$ cat src/logic/pcg_consts.vh
`ifndef PCG_CONSTS_VH
`define PCG_CONSTS_VH
// Summary of operation
// - a carry out of the counter's top bit on increment is an overflow
// - each overflow sets that counter's bit in the overflow status array
// - counters keep counting after overflow; pending status never stalls them
// - interrupt needs both the counter's enable and the group-wide enable
// - interrupt and capture effects ignore the current overflow status bit
// - interrupt goes out as a wired edge, a message write, or both
// - message-signalled interrupts are offered alongside the wire
// - capture support flag reads 1; capture copies all counters at once
// - capture starts on software write of 1, enabled overflow, or external trigger
// - overflow-triggered capture stores the wrapped post-overflow counter value
// - after a capture write completes, later accesses see the new shadows
// - interrupt shows only after status, counter value and capture are visible
// - no coherent-access flag governs the message interrupt write
// - event ids are 16-bit numbers; 0x80 and above are implementation specific
// - event 0 counts clock cycles and is never stream filtered
// - event 1 counts once per client transaction or translation request
// - event 2 counts requests that miss in translation caches
// - event 2 counts requests needing a table walk or remote request
// - translation request events cover both ATS and non-ATS requests
// - group has 1 to 64 counters, each able to count any supported event

`define PCG_NCNT        4
`define PCG_IDXW        2
`define PCG_CW          32
`define PCG_AW          12
`define PCG_DW          32
`define PCG_EW          16

`define PCG_OFF_CNT     12'h000
`define PCG_OFF_SHD     12'h010
`define PCG_OFF_EVT     12'h020
`define PCG_OFF_OVSSET  12'h030
`define PCG_OFF_OVSCLR  12'h034
`define PCG_OFF_CTRL    12'h038
`define PCG_OFF_CAPR    12'h03c
`define PCG_OFF_MSIDATA 12'h040
`define PCG_OFF_CFGR    12'h044

`define PCG_EVT_ID_LSB      0
`define PCG_EVT_OVFCAP_BIT  30
`define PCG_EVT_IRQEN_BIT   31
`define PCG_CTRL_IRQEN_BIT  0
`define PCG_CTRL_MSIEN_BIT  1
`define PCG_CTRL_WIREEN_BIT 2
`define PCG_CAPR_BIT        0
`define PCG_CFGR_CAP_BIT    0
`define PCG_CFGR_MSI_BIT    1
`define PCG_CFGR_NCNT_LSB   8

`define PCG_EV_CYCLE    16'h0000
`define PCG_EV_TRANS    16'h0001
`define PCG_EV_TLBMISS  16'h0002
`define PCG_EV_ARCH_MAX 16'h007f

`define PCG_RST_CNT     32'h0000_0000
`define PCG_RST_EVT     32'h0000_0000
`define PCG_RST_CTRL    32'h0000_0004
`define PCG_RST_MSIDATA 32'h0000_0000
`define PCG_RST_OVS     4'h0
`endif

$ cat src/logic/pcg_counter.v
`timescale 1ns/1ps
`default_nettype none
`include "pcg_consts.vh"
module pcg_counter (
    input  wire                 pclk,
    input  wire                 presetn,
    input  wire                 inc,
    input  wire                 wr_en,
    input  wire [`PCG_CW-1:0]   wr_data,
    output wire [`PCG_CW-1:0]   count,
    output wire [`PCG_CW-1:0]   nxt_count,
    output wire                 ovf
);
    reg  [`PCG_CW-1:0] count_ff;
    wire [`PCG_CW:0]   sum;

    // carry out of the top bit marks a wrap
    assign sum = {1'b0, count_ff} + {{`PCG_CW{1'b0}}, 1'b1};
    assign ovf = inc & ~wr_en & sum[`PCG_CW];
    // software write wins over an increment in the same cycle
    assign nxt_count = wr_en ? wr_data : (inc ? sum[`PCG_CW-1:0] : count_ff);

    always @(posedge pclk or negedge presetn)
    begin
        if (!presetn)
            count_ff <= `PCG_RST_CNT;
        else
            count_ff <= nxt_count;
    end

    assign count = count_ff;
endmodule
`default_nettype wire

$ cat src/logic/pcg_counter_group.v
`timescale 1ns/1ps
`default_nettype none
`include "pcg_consts.vh"
module pcg_counter_group (
    input  wire                 pclk,
    input  wire                 presetn,
    input  wire [`PCG_AW-1:0]   paddr,
    input  wire                 psel,
    input  wire                 penable,
    input  wire                 pwrite,
    input  wire [`PCG_DW-1:0]   pwdata,
    output wire [`PCG_DW-1:0]   prdata,
    output wire                 pready,
    output wire                 pslverr,
    input  wire                 evt_trans,
    input  wire                 evt_tlb_miss,
    input  wire                 ext_capture,
    output wire                 irq_wired,
    output wire                 msi_req,
    output wire [`PCG_DW-1:0]   msi_data,
    input  wire                 msi_ack
);
    localparam N  = `PCG_NCNT;
    localparam CW = `PCG_CW;
    localparam [5:0] NCNT_M1 = `PCG_NCNT - 1;

    // register block decode: word aligned, inside a block of N words
    function blk_hit;
        input [`PCG_AW-1:0] a;
        input [`PCG_AW-1:0] b;
        begin
            blk_hit = (a[`PCG_AW-1:`PCG_IDXW+2] == b[`PCG_AW-1:`PCG_IDXW+2])
                      && (a[1:0] == 2'b00);
        end
    endfunction

    // event selection for one counter
    function ev_hit;
        input [`PCG_EW-1:0] id;
        input               trans;
        input               miss;
        begin
            case (id)
                `PCG_EV_CYCLE:   ev_hit = 1'b1;
                `PCG_EV_TRANS:   ev_hit = trans;
                `PCG_EV_TLBMISS: ev_hit = miss;
                default:         ev_hit = 1'b0;
            endcase
        end
    endfunction

    reg  [`PCG_DW-1:0]  prdata_ff;
    reg                 pready_ff;
    reg                 pslverr_ff;
    reg  [`PCG_DW-1:0]  nxt_prdata;
    reg                 nxt_pslverr;
    reg  [`PCG_DW-1:0]  ctrl_ff;
    reg  [`PCG_DW-1:0]  msidata_ff;
    reg  [N-1:0]        ovs_ff;
    reg  [N-1:0]        nxt_ovs;
    reg                 irq_pend_ff;
    reg                 msi_pend_ff;
    reg                 irq_wired_ff;
    reg                 msi_req_ff;
    reg  [`PCG_DW-1:0]  msi_data_ff;
    reg                 ext_prev_ff;
    reg  [`PCG_DW-1:0]  evt_ff [0:N-1];
    reg  [CW-1:0]       shd_ff [0:N-1];

    wire                setup;
    wire                wr_fire;
    wire [`PCG_IDXW-1:0] idx;
    wire                ext_sync;
    wire                cap_sw;
    wire                cap_ovf;
    wire                cap_ext;
    wire                capture;
    wire                irq_qual;
    wire [N-1:0]        ovf_vec;
    wire [N-1:0]        inc_vec;
    wire [N-1:0]        irqen_vec;
    wire [N-1:0]        ovfcap_vec;
    wire [N*CW-1:0]     cnt_flat;
    wire [N*CW-1:0]     nxt_flat;
    wire [N-1:0]        ovs_set_w;
    wire [N-1:0]        ovs_clr_w;

    assign setup   = psel & ~penable;
    assign wr_fire = psel & penable & pready_ff & pwrite;
    assign idx     = paddr[`PCG_IDXW+1:2];

    // external capture trigger is asynchronous to pclk
    pcg_sync u_ext_sync (
        .pclk    (pclk),
        .presetn (presetn),
        .din     (ext_capture),
        .dout    (ext_sync)
    );

    genvar gi;
    generate
        for (gi = 0; gi < N; gi = gi + 1)
        begin : g_cnt
            localparam [`PCG_IDXW-1:0] IDX = gi;
            wire wr_cnt;
            wire wr_evt;

            assign wr_cnt = wr_fire & blk_hit(paddr, `PCG_OFF_CNT) & (idx == IDX);
            assign wr_evt = wr_fire & blk_hit(paddr, `PCG_OFF_EVT) & (idx == IDX);
            // any counter can take any supported event
            assign inc_vec[gi] = ev_hit(evt_ff[gi][`PCG_EVT_ID_LSB +: `PCG_EW],
                                        evt_trans, evt_tlb_miss);
            assign irqen_vec[gi]  = evt_ff[gi][`PCG_EVT_IRQEN_BIT];
            assign ovfcap_vec[gi] = evt_ff[gi][`PCG_EVT_OVFCAP_BIT];

            pcg_counter u_cnt (
                .pclk      (pclk),
                .presetn   (presetn),
                .inc       (inc_vec[gi]),
                .wr_en     (wr_cnt),
                .wr_data   (pwdata),
                .count     (cnt_flat[gi*CW +: CW]),
                .nxt_count (nxt_flat[gi*CW +: CW]),
                .ovf       (ovf_vec[gi])
            );

            always @(posedge pclk or negedge presetn)
            begin
                if (!presetn)
                    evt_ff[gi] <= `PCG_RST_EVT;
                else if (wr_evt)
                    evt_ff[gi] <= pwdata;
            end

            // all shadows load in the same edge from the next counter values
            always @(posedge pclk or negedge presetn)
            begin
                if (!presetn)
                    shd_ff[gi] <= `PCG_RST_CNT;
                else if (capture)
                    shd_ff[gi] <= nxt_flat[gi*CW +: CW];
            end
        end
    endgenerate

    // capture causes
    assign cap_sw  = wr_fire & (paddr == `PCG_OFF_CAPR) & pwdata[`PCG_CAPR_BIT];
    assign cap_ovf = |(ovf_vec & ovfcap_vec);
    assign cap_ext = ext_sync & ~ext_prev_ff;
    assign capture = cap_sw | cap_ovf | cap_ext;

    // interrupt qualification ignores the status bits
    assign irq_qual = ctrl_ff[`PCG_CTRL_IRQEN_BIT] & |(ovf_vec & irqen_vec);

    // overflow status set and clear views
    assign ovs_set_w = (wr_fire & (paddr == `PCG_OFF_OVSSET)) ? pwdata[N-1:0] : {N{1'b0}};
    assign ovs_clr_w = (wr_fire & (paddr == `PCG_OFF_OVSCLR)) ? pwdata[N-1:0] : {N{1'b0}};

    always @*
    begin
        // hardware set wins over a clear in the same cycle
        nxt_ovs = (ovs_ff & ~ovs_clr_w) | ovs_set_w | ovf_vec;
    end

    always @(posedge pclk or negedge presetn)
    begin
        if (!presetn)
            ovs_ff <= `PCG_RST_OVS;
        else
            ovs_ff <= nxt_ovs;
    end

    always @(posedge pclk or negedge presetn)
    begin
        if (!presetn)
        begin
            ctrl_ff    <= `PCG_RST_CTRL;
            msidata_ff <= `PCG_RST_MSIDATA;
        end
        else if (wr_fire)
        begin
            if (paddr == `PCG_OFF_CTRL)
                ctrl_ff <= pwdata;
            if (paddr == `PCG_OFF_MSIDATA)
                msidata_ff <= pwdata;
        end
    end

    always @(posedge pclk or negedge presetn)
    begin
        if (!presetn)
            ext_prev_ff <= 1'b0;
        else
            ext_prev_ff <= ext_sync;
    end

    // interrupt delivery: status, counters and shadows update at the overflow
    // edge; the pend stage holds the interrupt back one more edge
    always @(posedge pclk or negedge presetn)
    begin
        if (!presetn)
        begin
            irq_pend_ff  <= 1'b0;
            msi_pend_ff  <= 1'b0;
            irq_wired_ff <= 1'b0;
        end
        else
        begin
            irq_pend_ff  <= irq_qual & ctrl_ff[`PCG_CTRL_WIREEN_BIT];
            msi_pend_ff  <= irq_qual & ctrl_ff[`PCG_CTRL_MSIEN_BIT];
            irq_wired_ff <= irq_pend_ff;
        end
    end

    // message write request held until acknowledged; plain write, no coherency
    always @(posedge pclk or negedge presetn)
    begin
        if (!presetn)
        begin
            msi_req_ff  <= 1'b0;
            msi_data_ff <= `PCG_RST_MSIDATA;
        end
        else if (msi_pend_ff)
        begin
            msi_req_ff  <= 1'b1;
            msi_data_ff <= msidata_ff;
        end
        else if (msi_ack)
            msi_req_ff <= 1'b0;
    end

    // read mux, sampled in the setup cycle
    always @*
    begin
        nxt_prdata  = {`PCG_DW{1'b0}};
        nxt_pslverr = 1'b0;
        if (blk_hit(paddr, `PCG_OFF_CNT))
            nxt_prdata = cnt_flat[idx*CW +: CW];
        else if (blk_hit(paddr, `PCG_OFF_SHD))
            nxt_prdata = shd_ff[idx];
        else if (blk_hit(paddr, `PCG_OFF_EVT))
            nxt_prdata = evt_ff[idx];
        else
        begin
            case (paddr)
                `PCG_OFF_OVSSET,
                `PCG_OFF_OVSCLR:  nxt_prdata[N-1:0] = ovs_ff;
                `PCG_OFF_CTRL:    nxt_prdata = ctrl_ff;
                `PCG_OFF_CAPR:    nxt_prdata = {`PCG_DW{1'b0}};
                `PCG_OFF_MSIDATA: nxt_prdata = msidata_ff;
                `PCG_OFF_CFGR:
                begin
                    nxt_prdata[`PCG_CFGR_CAP_BIT] = 1'b1;
                    nxt_prdata[`PCG_CFGR_MSI_BIT] = 1'b1;
                    nxt_prdata[`PCG_CFGR_NCNT_LSB +: 6] = NCNT_M1;
                end
                default:          nxt_pslverr = 1'b1;
            endcase
        end
    end

    // one wait-free access phase per transfer
    always @(posedge pclk or negedge presetn)
    begin
        if (!presetn)
        begin
            prdata_ff  <= {`PCG_DW{1'b0}};
            pready_ff  <= 1'b0;
            pslverr_ff <= 1'b0;
        end
        else
        begin
            pready_ff <= setup;
            if (setup)
            begin
                prdata_ff  <= pwrite ? {`PCG_DW{1'b0}} : nxt_prdata;
                pslverr_ff <= nxt_pslverr;
            end
            else
            begin
                prdata_ff  <= {`PCG_DW{1'b0}};
                pslverr_ff <= 1'b0;
            end
        end
    end

    assign prdata    = prdata_ff;
    assign pready    = pready_ff;
    assign pslverr   = pslverr_ff;
    assign irq_wired = irq_wired_ff;
    assign msi_req   = msi_req_ff;
    assign msi_data  = msi_data_ff;
endmodule
`default_nettype wire

$ cat src/logic/pcg_sync.v
`timescale 1ns/1ps
`default_nettype none
module pcg_sync (
    input  wire pclk,
    input  wire presetn,
    input  wire din,
    output wire dout
);
    reg meta_ff;
    reg sync_ff;

    always @(posedge pclk or negedge presetn)
    begin
        if (!presetn)
        begin
            meta_ff <= 1'b0;
            sync_ff <= 1'b0;
        end
        else
        begin
            meta_ff <= din;
            sync_ff <= meta_ff;
        end
    end

    assign dout = sync_ff;
endmodule
`default_nettype wire
$ cat config.mk
export PLATFORM = sky130hd
export DESIGN_NAME = pcg_counter_group
export DESIGN_NICKNAME = d
export VERILOG_FILES = /design/src/logic/pcg_counter.v /design/src/logic/pcg_counter_group.v /design/src/logic/pcg_sync.v
export VERILOG_INCLUDE_DIRS = /design/src /design/src/logic
export SDC_FILE = /design/constraint.sdc
export NUM_CORES = 1
export LEC_CHECK = 0
export ABC_AREA = 1
export BUFFER_PORTS_ARGS = -buffer_cell sky130_fd_sc_hd__buf_2
export CAP_MARGIN = 20
export CELL_PAD_IN_SITES_DETAIL_PLACEMENT = 0
export CELL_PAD_IN_SITES_GLOBAL_PLACEMENT = 2
export CORE_UTILIZATION = 40
export CTS_CLUSTER_SIZE = 10
export DETAILED_ROUTE_END_ITERATION = 10
export PLACE_DENSITY_LB_ADDON = 0.1
export SYNTH_ARGS = -nofsm -noshare
export SYNTH_HDL_FRONTEND = slang
export SYNTH_SLANG_ARGS = --single-unit
$ cat constraint.sdc
create_clock -name pclk -period 5 [get_ports pclk]
set_input_delay 0.75 -clock pclk [delete_from_list [all_inputs] [get_ports pclk]]
set_output_delay 0.75 -clock pclk [all_outputs]
set_load 0.005 [all_outputs]
---- After elaboration in Yosys (flattened, before gate mapping) ----
Index checks and enable logic that the tools add are counted.
storage, ports and cells
  logic and storage cells ................. 150
  flip-flop bits (word level) ............. 525
  input port bits ......................... 53
  output and inout bits ................... 68
operators by class
  eq/ne operators ......................... 19
  $add $sub $neg .......................... 4
  $lt $le $gt $ge ......................... 1
  reductions and logical operators ........ 17
  bitwise operators ....................... 45
  shift operators ......................... 1
  mux-type cells .......................... 37
operators with widths
  cell                                                                     count
  32-bit two-way mux                                                       17
  32-bit by 1-bit adder with 33-bit output (second input constant)         4
  32-bit binary-select mux with 2-bit select                               2
  128-bit by 8-bit variable part select with 32-bit output                 1
  16-bit by 1-bit equality test with 1-bit output (second input constant)  4
  16-bit by 2-bit equality test with 1-bit output (second input constant)  4
  16-bit logical NOT                                                       4
  12-bit by 6-bit equality test with 1-bit output (second input constant)  4
  18-bit one-hot mux with 2 select lines                                   1
  1-bit bitwise AND                                                        30
  12-bit by 7-bit equality test with 1-bit output (second input constant)  2
  6-bit one-hot mux with 3 select lines                                    1
  4-bit bitwise AND                                                        3
  1-bit one-hot mux with 3 select lines                                    4
  8-bit by 1-bit equality test with 1-bit output (second input constant)   1
  8-bit by 2-bit equality test with 1-bit output (second input constant)   1
  8-bit logical NOT                                                        1
  4-bit two-way mux                                                        2
  4-bit OR                                                                 2
  2-bit one-hot mux with 4 select lines                                    1
  4-bit one-hot mux with 2 select lines                                    1
  4-bit OR reduction                                                       2
  1-bit two-way mux                                                        7
  1-bit inverter                                                           6
  13 further kinds                                                         19

---- Logic depth before layout (Yosys ltp) ----
  depth in word-level cells ............... 12
  depth in mapped cells ................... 15
  depth with buffers taken out ............ 15

---- By module ----
A second synthesis with hierarchy kept.
unflattened totals
  cells, all modules ...................... 3604
  area total of the unflattened synthesis .. 27482.6 um2
modules (own cells, without submodules)
  module                             area an instance (um2)  cells an instance  times used
  pcg_counter_group                  18763.0                 2311               1
  pcg_counter at g_cnt[0].u_cnt ...  2172.1                  323                3
  pcg_counter at g_cnt[1].u_cnt      2153.3                  322                1
  pcg_sync                           50.0                    2                  1

---- Worst setup path before layout ----
No wires, ideal clock.
  path kind ............................... input port to flip-flop
  start ................................... in paddr[11]
  end ..................................... reg shd_ff[96] in the netlist's numbering
  data arrival time ....................... 2.157 ns
  stages on the path ...................... 12
  setup slack ............................. 2.726 ns
  required time ........................... 4.883 ns
  path through ............................ nor2_1 > nand2_1 > nor2_2 > nand4_1 > nand4_1 > nand2_1 > nor2_2 > nand3_2 > buf_4 > buf_2 > nand2_1 > nand2_1
on the way
  cells in the longest elaborated chain, start to end .. 11
  elaborated cells on any way between the ends .. 27
  classes of those cells .................. eq/ne (1); mux (1); bitwise (22); reduce/logical (3)
RTL lines
  element                         RTL line                 RTL
  start: declaration              pcg_counter_group.v:7    input wire [`PCG_AW-1:0] paddr,
  8-bit logical NOT               pcg_counter_group.v:32   blk_hit = (a[`PCG_AW-1:`PCG_IDXW+2] == b[`PCG_AW-1:`PCG_IDXW+2])
  1-bit logical AND               pcg_counter_group.v:32
  1-bit bitwise AND (2 in a row)  pcg_counter_group.v:108  assign wr_cnt = wr_fire & blk_hit(paddr, `PCG_OFF_CNT) & (idx == IDX);
  1-bit inverter                  pcg_counter.v:19         assign ovf = inc & ~wr_en & sum[`PCG_CW];
  1-bit bitwise AND (2 in a row)  pcg_counter.v:19
  4-bit bitwise AND               pcg_counter_group.v:148  assign cap_ovf = |(ovf_vec & ovfcap_vec);
  4-bit OR reduction              pcg_counter_group.v:148
  1-bit OR (2 in a row)           pcg_counter_group.v:150  assign capture = cap_sw | cap_ovf | cap_ext;
  end signal: indexed assignment  pcg_counter_group.v:139  shd_ff[gi] <= `PCG_RST_CNT;
  end signal: indexed assignment  pcg_counter_group.v:141  shd_ff[gi] <= nxt_flat[gi*CW +: CW];
  end: declaration                pcg_counter_group.v:68   reg [CW-1:0] shd_ff [0:N-1];
Parallel ways exist; a longest one is shown, timed or not.
A chain may end at the register's enable or synchronous reset.

---- Worst setup path in the final report ----
  start ................................... reg g_cnt[2].u_cnt.count_ff[0]
  end ..................................... reg shd_ff[58] in the netlist's numbering
on the way
  cells in the longest elaborated chain, start to end .. 6
  elaborated cells on any way between the ends .. 8
  classes of those cells .................. add/sub (1); mux (2); bitwise (4); reduce/logical (1)
RTL lines
  element                                     RTL line                 RTL
  start: declaration                          pcg_counter.v:14         reg [`PCG_CW-1:0] count_ff;
  start signal: assignment                    pcg_counter.v:26         count_ff <= `PCG_RST_CNT;
  start signal: assignment                    pcg_counter.v:28         count_ff <= nxt_count;
  32-bit by 1-bit adder with 33-bit output *  pcg_counter.v:18         assign sum = {1'b0, count_ff} + {{`PCG_CW{1'b0}}, 1'b1};
  1-bit bitwise AND                           pcg_counter.v:19
  4-bit bitwise AND                           pcg_counter_group.v:148
  4-bit OR reduction                          pcg_counter_group.v:148
  1-bit OR (2 in a row)                       pcg_counter_group.v:150
Mark *: on every way between the ends. The rest lies on a longest branch, timed or not.

==> impl_metrics.py <==
metrics = {
    "outcome": {
        "outcome": "finished, final reports clean",
    },
    "die": {
        "dieArea_sq_um": 69000,
        "die_height_microns": 263,
        "coreArea_sq_um": 67200,
        "starting_density_of_the_core": 0.405,
        "row_count": 95,
        "fp.dieW_microns": 263,
        "number_of_top_level_design_ports": 121,
    },
    "logic_synthesis": {
        "synth.cells.most_frequent": "sky130_fd_sc_hd__nand2_1 (1,248), sky130_fd_sc_hd__dfrtp_1 (524), sky130_fd_sc_hd__o21ai_0 (296)",
        "synthesized_netlist_net_count": 3648,
        "netlist_area_sq_um": 27200,
        "synthesized_instance_count": 3591,
        "synth_top_cells_by_area": "sky130_fd_sc_hd__dfrtp_1 (48%), sky130_fd_sc_hd__nand2_1 (17%), sky130_fd_sc_hd__o21ai_0 (5.4%)",
        "netlist.area_leader.share": 0.482,
        "netlist.top_cell.by_area": "sky130_fd_sc_hd__dfrtp_1",
        "synthFlopType": "sky130_fd_sc_hd__dfrtp_1",
        "ys.warnings.count": 0,
        "ys_async_sr_fraction": 1.00,
        "syn_avg_cell_area_sq_um": 7.57,
        "synth_seq_area_share": 0.483,
        "yosys.cell_count.top_type": "sky130_fd_sc_hd__nand2_1",
        "count_of_flip_flops_with_a_built_in_enable_after_synthesis": 0,
        "yosys.cell_types.count": 45,
        "flops_latches_synth": 525,
    },
    "place": {
        "placer_s_final_routability_congestion_estimate": 0.931,
        "placed_cell_area_sq_um": 28600,
        "io_buffers": 120,
        "dp.cells": 4428,
        "dp_hpwl_microns": 78700,
    },
    "detailed_routing": {
        "vias": 26400,
        "wl_microns": 112000,
        "route.detailed.drc": 0,
        "via_density": 5.83,
        "detail_route.wl_per_cell_microns": 24.9,
        "drt_first_pass_iters": 6,
        "postRouteAntennaNets": 0,
        "drt_iter0_markers": 2796,
    },
    "finish": {
        "post_route_cells_drive_above_1_share": 0.0782,
        "fin_area_sq_um": 30400,
        "synthToLayoutAreaGrowth_pct": 11.7,
        "finish.cell_count_without_fillers": 4519,
        "final_nets": 3677,
    },
    "worst_setup_path": {
        "critical_path.endpoint_type": "flop",
        "regToRegStartpoint": "g_cnt[2].u_cnt.count[0]",
        "cp-startpoint": "g_cnt[2].u_cnt.count[0]",
        "timing.critical_path.arrival_ns": 4.06,
        "timing.critical_path.from_type": "flop",
        "path_max_fanout": 30,
        "critical_path_class": "reg2reg",
        "worst_ep_required_time_ns": 5.58,
    },
    "global_route": {
        "antenna_found_initial": 5,
        "number_of_global_route_vias_before_repair": 25300,
        "grt_first_pass_wirelength_microns": 167000,
        "grt.overflow.total": 0,
        "grt_util_all_layers": 0.323,
        "pin_count_of_the_biggest_net_entering_global_routing": 129,
    },
    "sta": {
        "timing.clock.skew_ns": 0.0176,
        "fin_crit_ns": 3.49,
        "setup_viol": 0,
        "hold_ws_ns": 0.214,
        "worst_pin_slew_ns": 1.09,
        "finalHoldViolCount": 0,
        "rsz0062_at_grt": "false",
        "post-route-period-util": 0.697,
        "setup-tns-final_ns": 0,
        "maximum_clock_rate_mhz": 287,
        "timing_max_transition_violations_final": 0,
        "worst_slew_margin_rel": 0.270,
    },
    "clock_network": {
        "clockBufferDepth": 3,
        "cts_setup_buffers": 0,
        "ctsHtreeMaxLevel": 2,
        "number_of_cts_inserted_buffers": 61,
        "clockRootBuffer": "sky130_fd_sc_hd__clkbuf_16",
        "cts_resized": 0,
        "cts_tree": "done",
        "insertion_delay_ns": 0.65,
        "clock_sink_count": 525,
        "hold_buffers": 0,
        "clk_transition_reported_paths_ns": 0.06,
    },
    "power": {
        "totalPowerFinal_uw": 10300,
        "pwr_density_cell_nw_per_um2": 340,
        "vdd_ir_drop_max_mv": 0.268,
        "leakagePower_uw": 0.0145,
    },
    "run": {
        "maxCapViolCount": 0,
    },
    "worst_hold_path": {
        "holdCritPathClass": "in2async",
    },
}
==> through the flow <==
step,utilization,worst slack (ns)
after CTS,0.451,1.61
after global placement,0.426,1.32
final,0.452,1.51
after detailed placement,0.426,1.28
after global routing,0.452,1.22
after floorplan,-,2.73
==> sequential cells by signal (all words and copies together), names as in the netlist <==
register / cells
evt_ff: 128
g_cnt.u_cnt.count: 128
shd_ff: 128
ctrl_ff: 32
msi_data: 32
msidata_ff: 32
prdata: 32
ovs_ff: 4
ext_prev_ff: 1
irq_pend_ff: 1
irq_wired: 1
msi_pend_ff: 1
msi_req: 1
pready: 1
pslverr: 1
u_ext_sync.dout: 1
u_ext_sync.meta_ff: 1
==> cell families after synthesis <==
kind of cell | count (synthesis) | synth area share
adder cells (fa/ha/maj) | 4 | 0.00184
flip-flops | 525 | 0.483
XOR/XNOR | 41 | 0.0132
AND/OR/NAND/NOR | 1903 | 0.295
AO/OA/AOI/OAI | 682 | 0.144
buffers and inverters | 436 | 0.0634
==> path summary, 6_finish.rpt <==
check,slack [ns],endpoint,cells after the start
max,1.51,shd_ff[58],14
min,0.21,msidata_ff[10],1
max reg2reg,1.51,shd_ff[58],14
min reg2reg,0.35,irq_wired,0
max in group asynchronous,3.60,shd_ff[23],2
min in group pclk,0.21,u_ext_sync.meta_ff,1
==> cell usage in the layout (no fill, tap or decap), types with 4 or more instances in the layout <==
master,n
sky130_fd_sc_hd__xor2_1,30
sky130_fd_sc_hd__clkbuf_16,62
sky130_fd_sc_hd__o211ai_1,33
sky130_fd_sc_hd__nor2_2,7
sky130_fd_sc_hd__ha_1,4
sky130_fd_sc_hd__clkinv_1,4
sky130_fd_sc_hd__or2_2,5
sky130_fd_sc_hd__buf_12,9
sky130_fd_sc_hd__inv_1,217
sky130_fd_sc_hd__buf_4,42
sky130_fd_sc_hd__nand3_1,119
sky130_fd_sc_hd__a21oi_1,85
sky130_fd_sc_hd__clkinv_2,5
sky130_fd_sc_hd__nand4_1,181
sky130_fd_sc_hd__nor3_1,42
sky130_fd_sc_hd__nand2_1,1241
sky130_fd_sc_hd__nand3b_1,21
sky130_fd_sc_hd__clkbuf_1,18
sky130_fd_sc_hd__o22ai_1,149
sky130_fd_sc_hd__o221ai_1,31
sky130_fd_sc_hd__xnor2_1,11
sky130_fd_sc_hd__inv_2,5
sky130_fd_sc_hd__nand2_2,5
sky130_fd_sc_hd__buf_2,119
sky130_fd_sc_hd__o22a_1,8
sky130_fd_sc_hd__o21bai_1,14
sky130_fd_sc_hd__o21ai_1,44
sky130_fd_sc_hd__nor2_1,256
sky130_fd_sc_hd__a31oi_1,15
sky130_fd_sc_hd__o21ai_0,296
sky130_fd_sc_hd__nor2_4,5
sky130_fd_sc_hd__dfrtp_1,524
==> report_power, final <==
part | internal, uW | total (uW) | switching [uW]
clock network | 2270 | 4090 | 1820
registers | 4540 | 4870 | 332
logic | 432 | 1360 | 930
==> critical path: stages, from the launching register on <==
cell	delay, ns
sky130_fd_sc_hd__dfrtp_1	0.56
sky130_fd_sc_hd__ha_1	0.26
sky130_fd_sc_hd__nand2_1	0.08
sky130_fd_sc_hd__nor2_1	0.13
sky130_fd_sc_hd__inv_1	0.10
sky130_fd_sc_hd__nor2_1	0.28
sky130_fd_sc_hd__nand2_1	0.20
sky130_fd_sc_hd__nor2_1	0.47
sky130_fd_sc_hd__nand4_1	0.14
sky130_fd_sc_hd__nand2_1	0.15
sky130_fd_sc_hd__nor2_4	0.07
sky130_fd_sc_hd__nand3_4	0.35
sky130_fd_sc_hd__buf_4	0.40
sky130_fd_sc_hd__nand2_1	0.11
sky130_fd_sc_hd__nand2_1	0.07
==> per-layer routing <==
| layer | up-vias | routed length [microns] | global-route usage |
|---|---|---|---|
| li1 | 12100 | - | - |
| met4 | 0 | 3460 | 0.102 |
| met1 | 13000 | 49700 | 0.461 |
| met2 | 1165 | 50000 | 0.499 |
| met5 | - | 0 | 0 |
| met3 | 139 | 9220 | 0.0552 |
==> final cells by class <==
class | instances | area (sq um)
inverter | 229 | 863
tap | 873 | 1090
antenna | 1 | 2.50
multi-input combinational | 2630 | 12400
clock buffer | 83 | 1660
clock inverter | 5 | 53.8
timing repair buffer | 173 | 1160
fill | 6811 | 36800
sequential | 525 | 13100
Power figures use the tool's default switching activity.
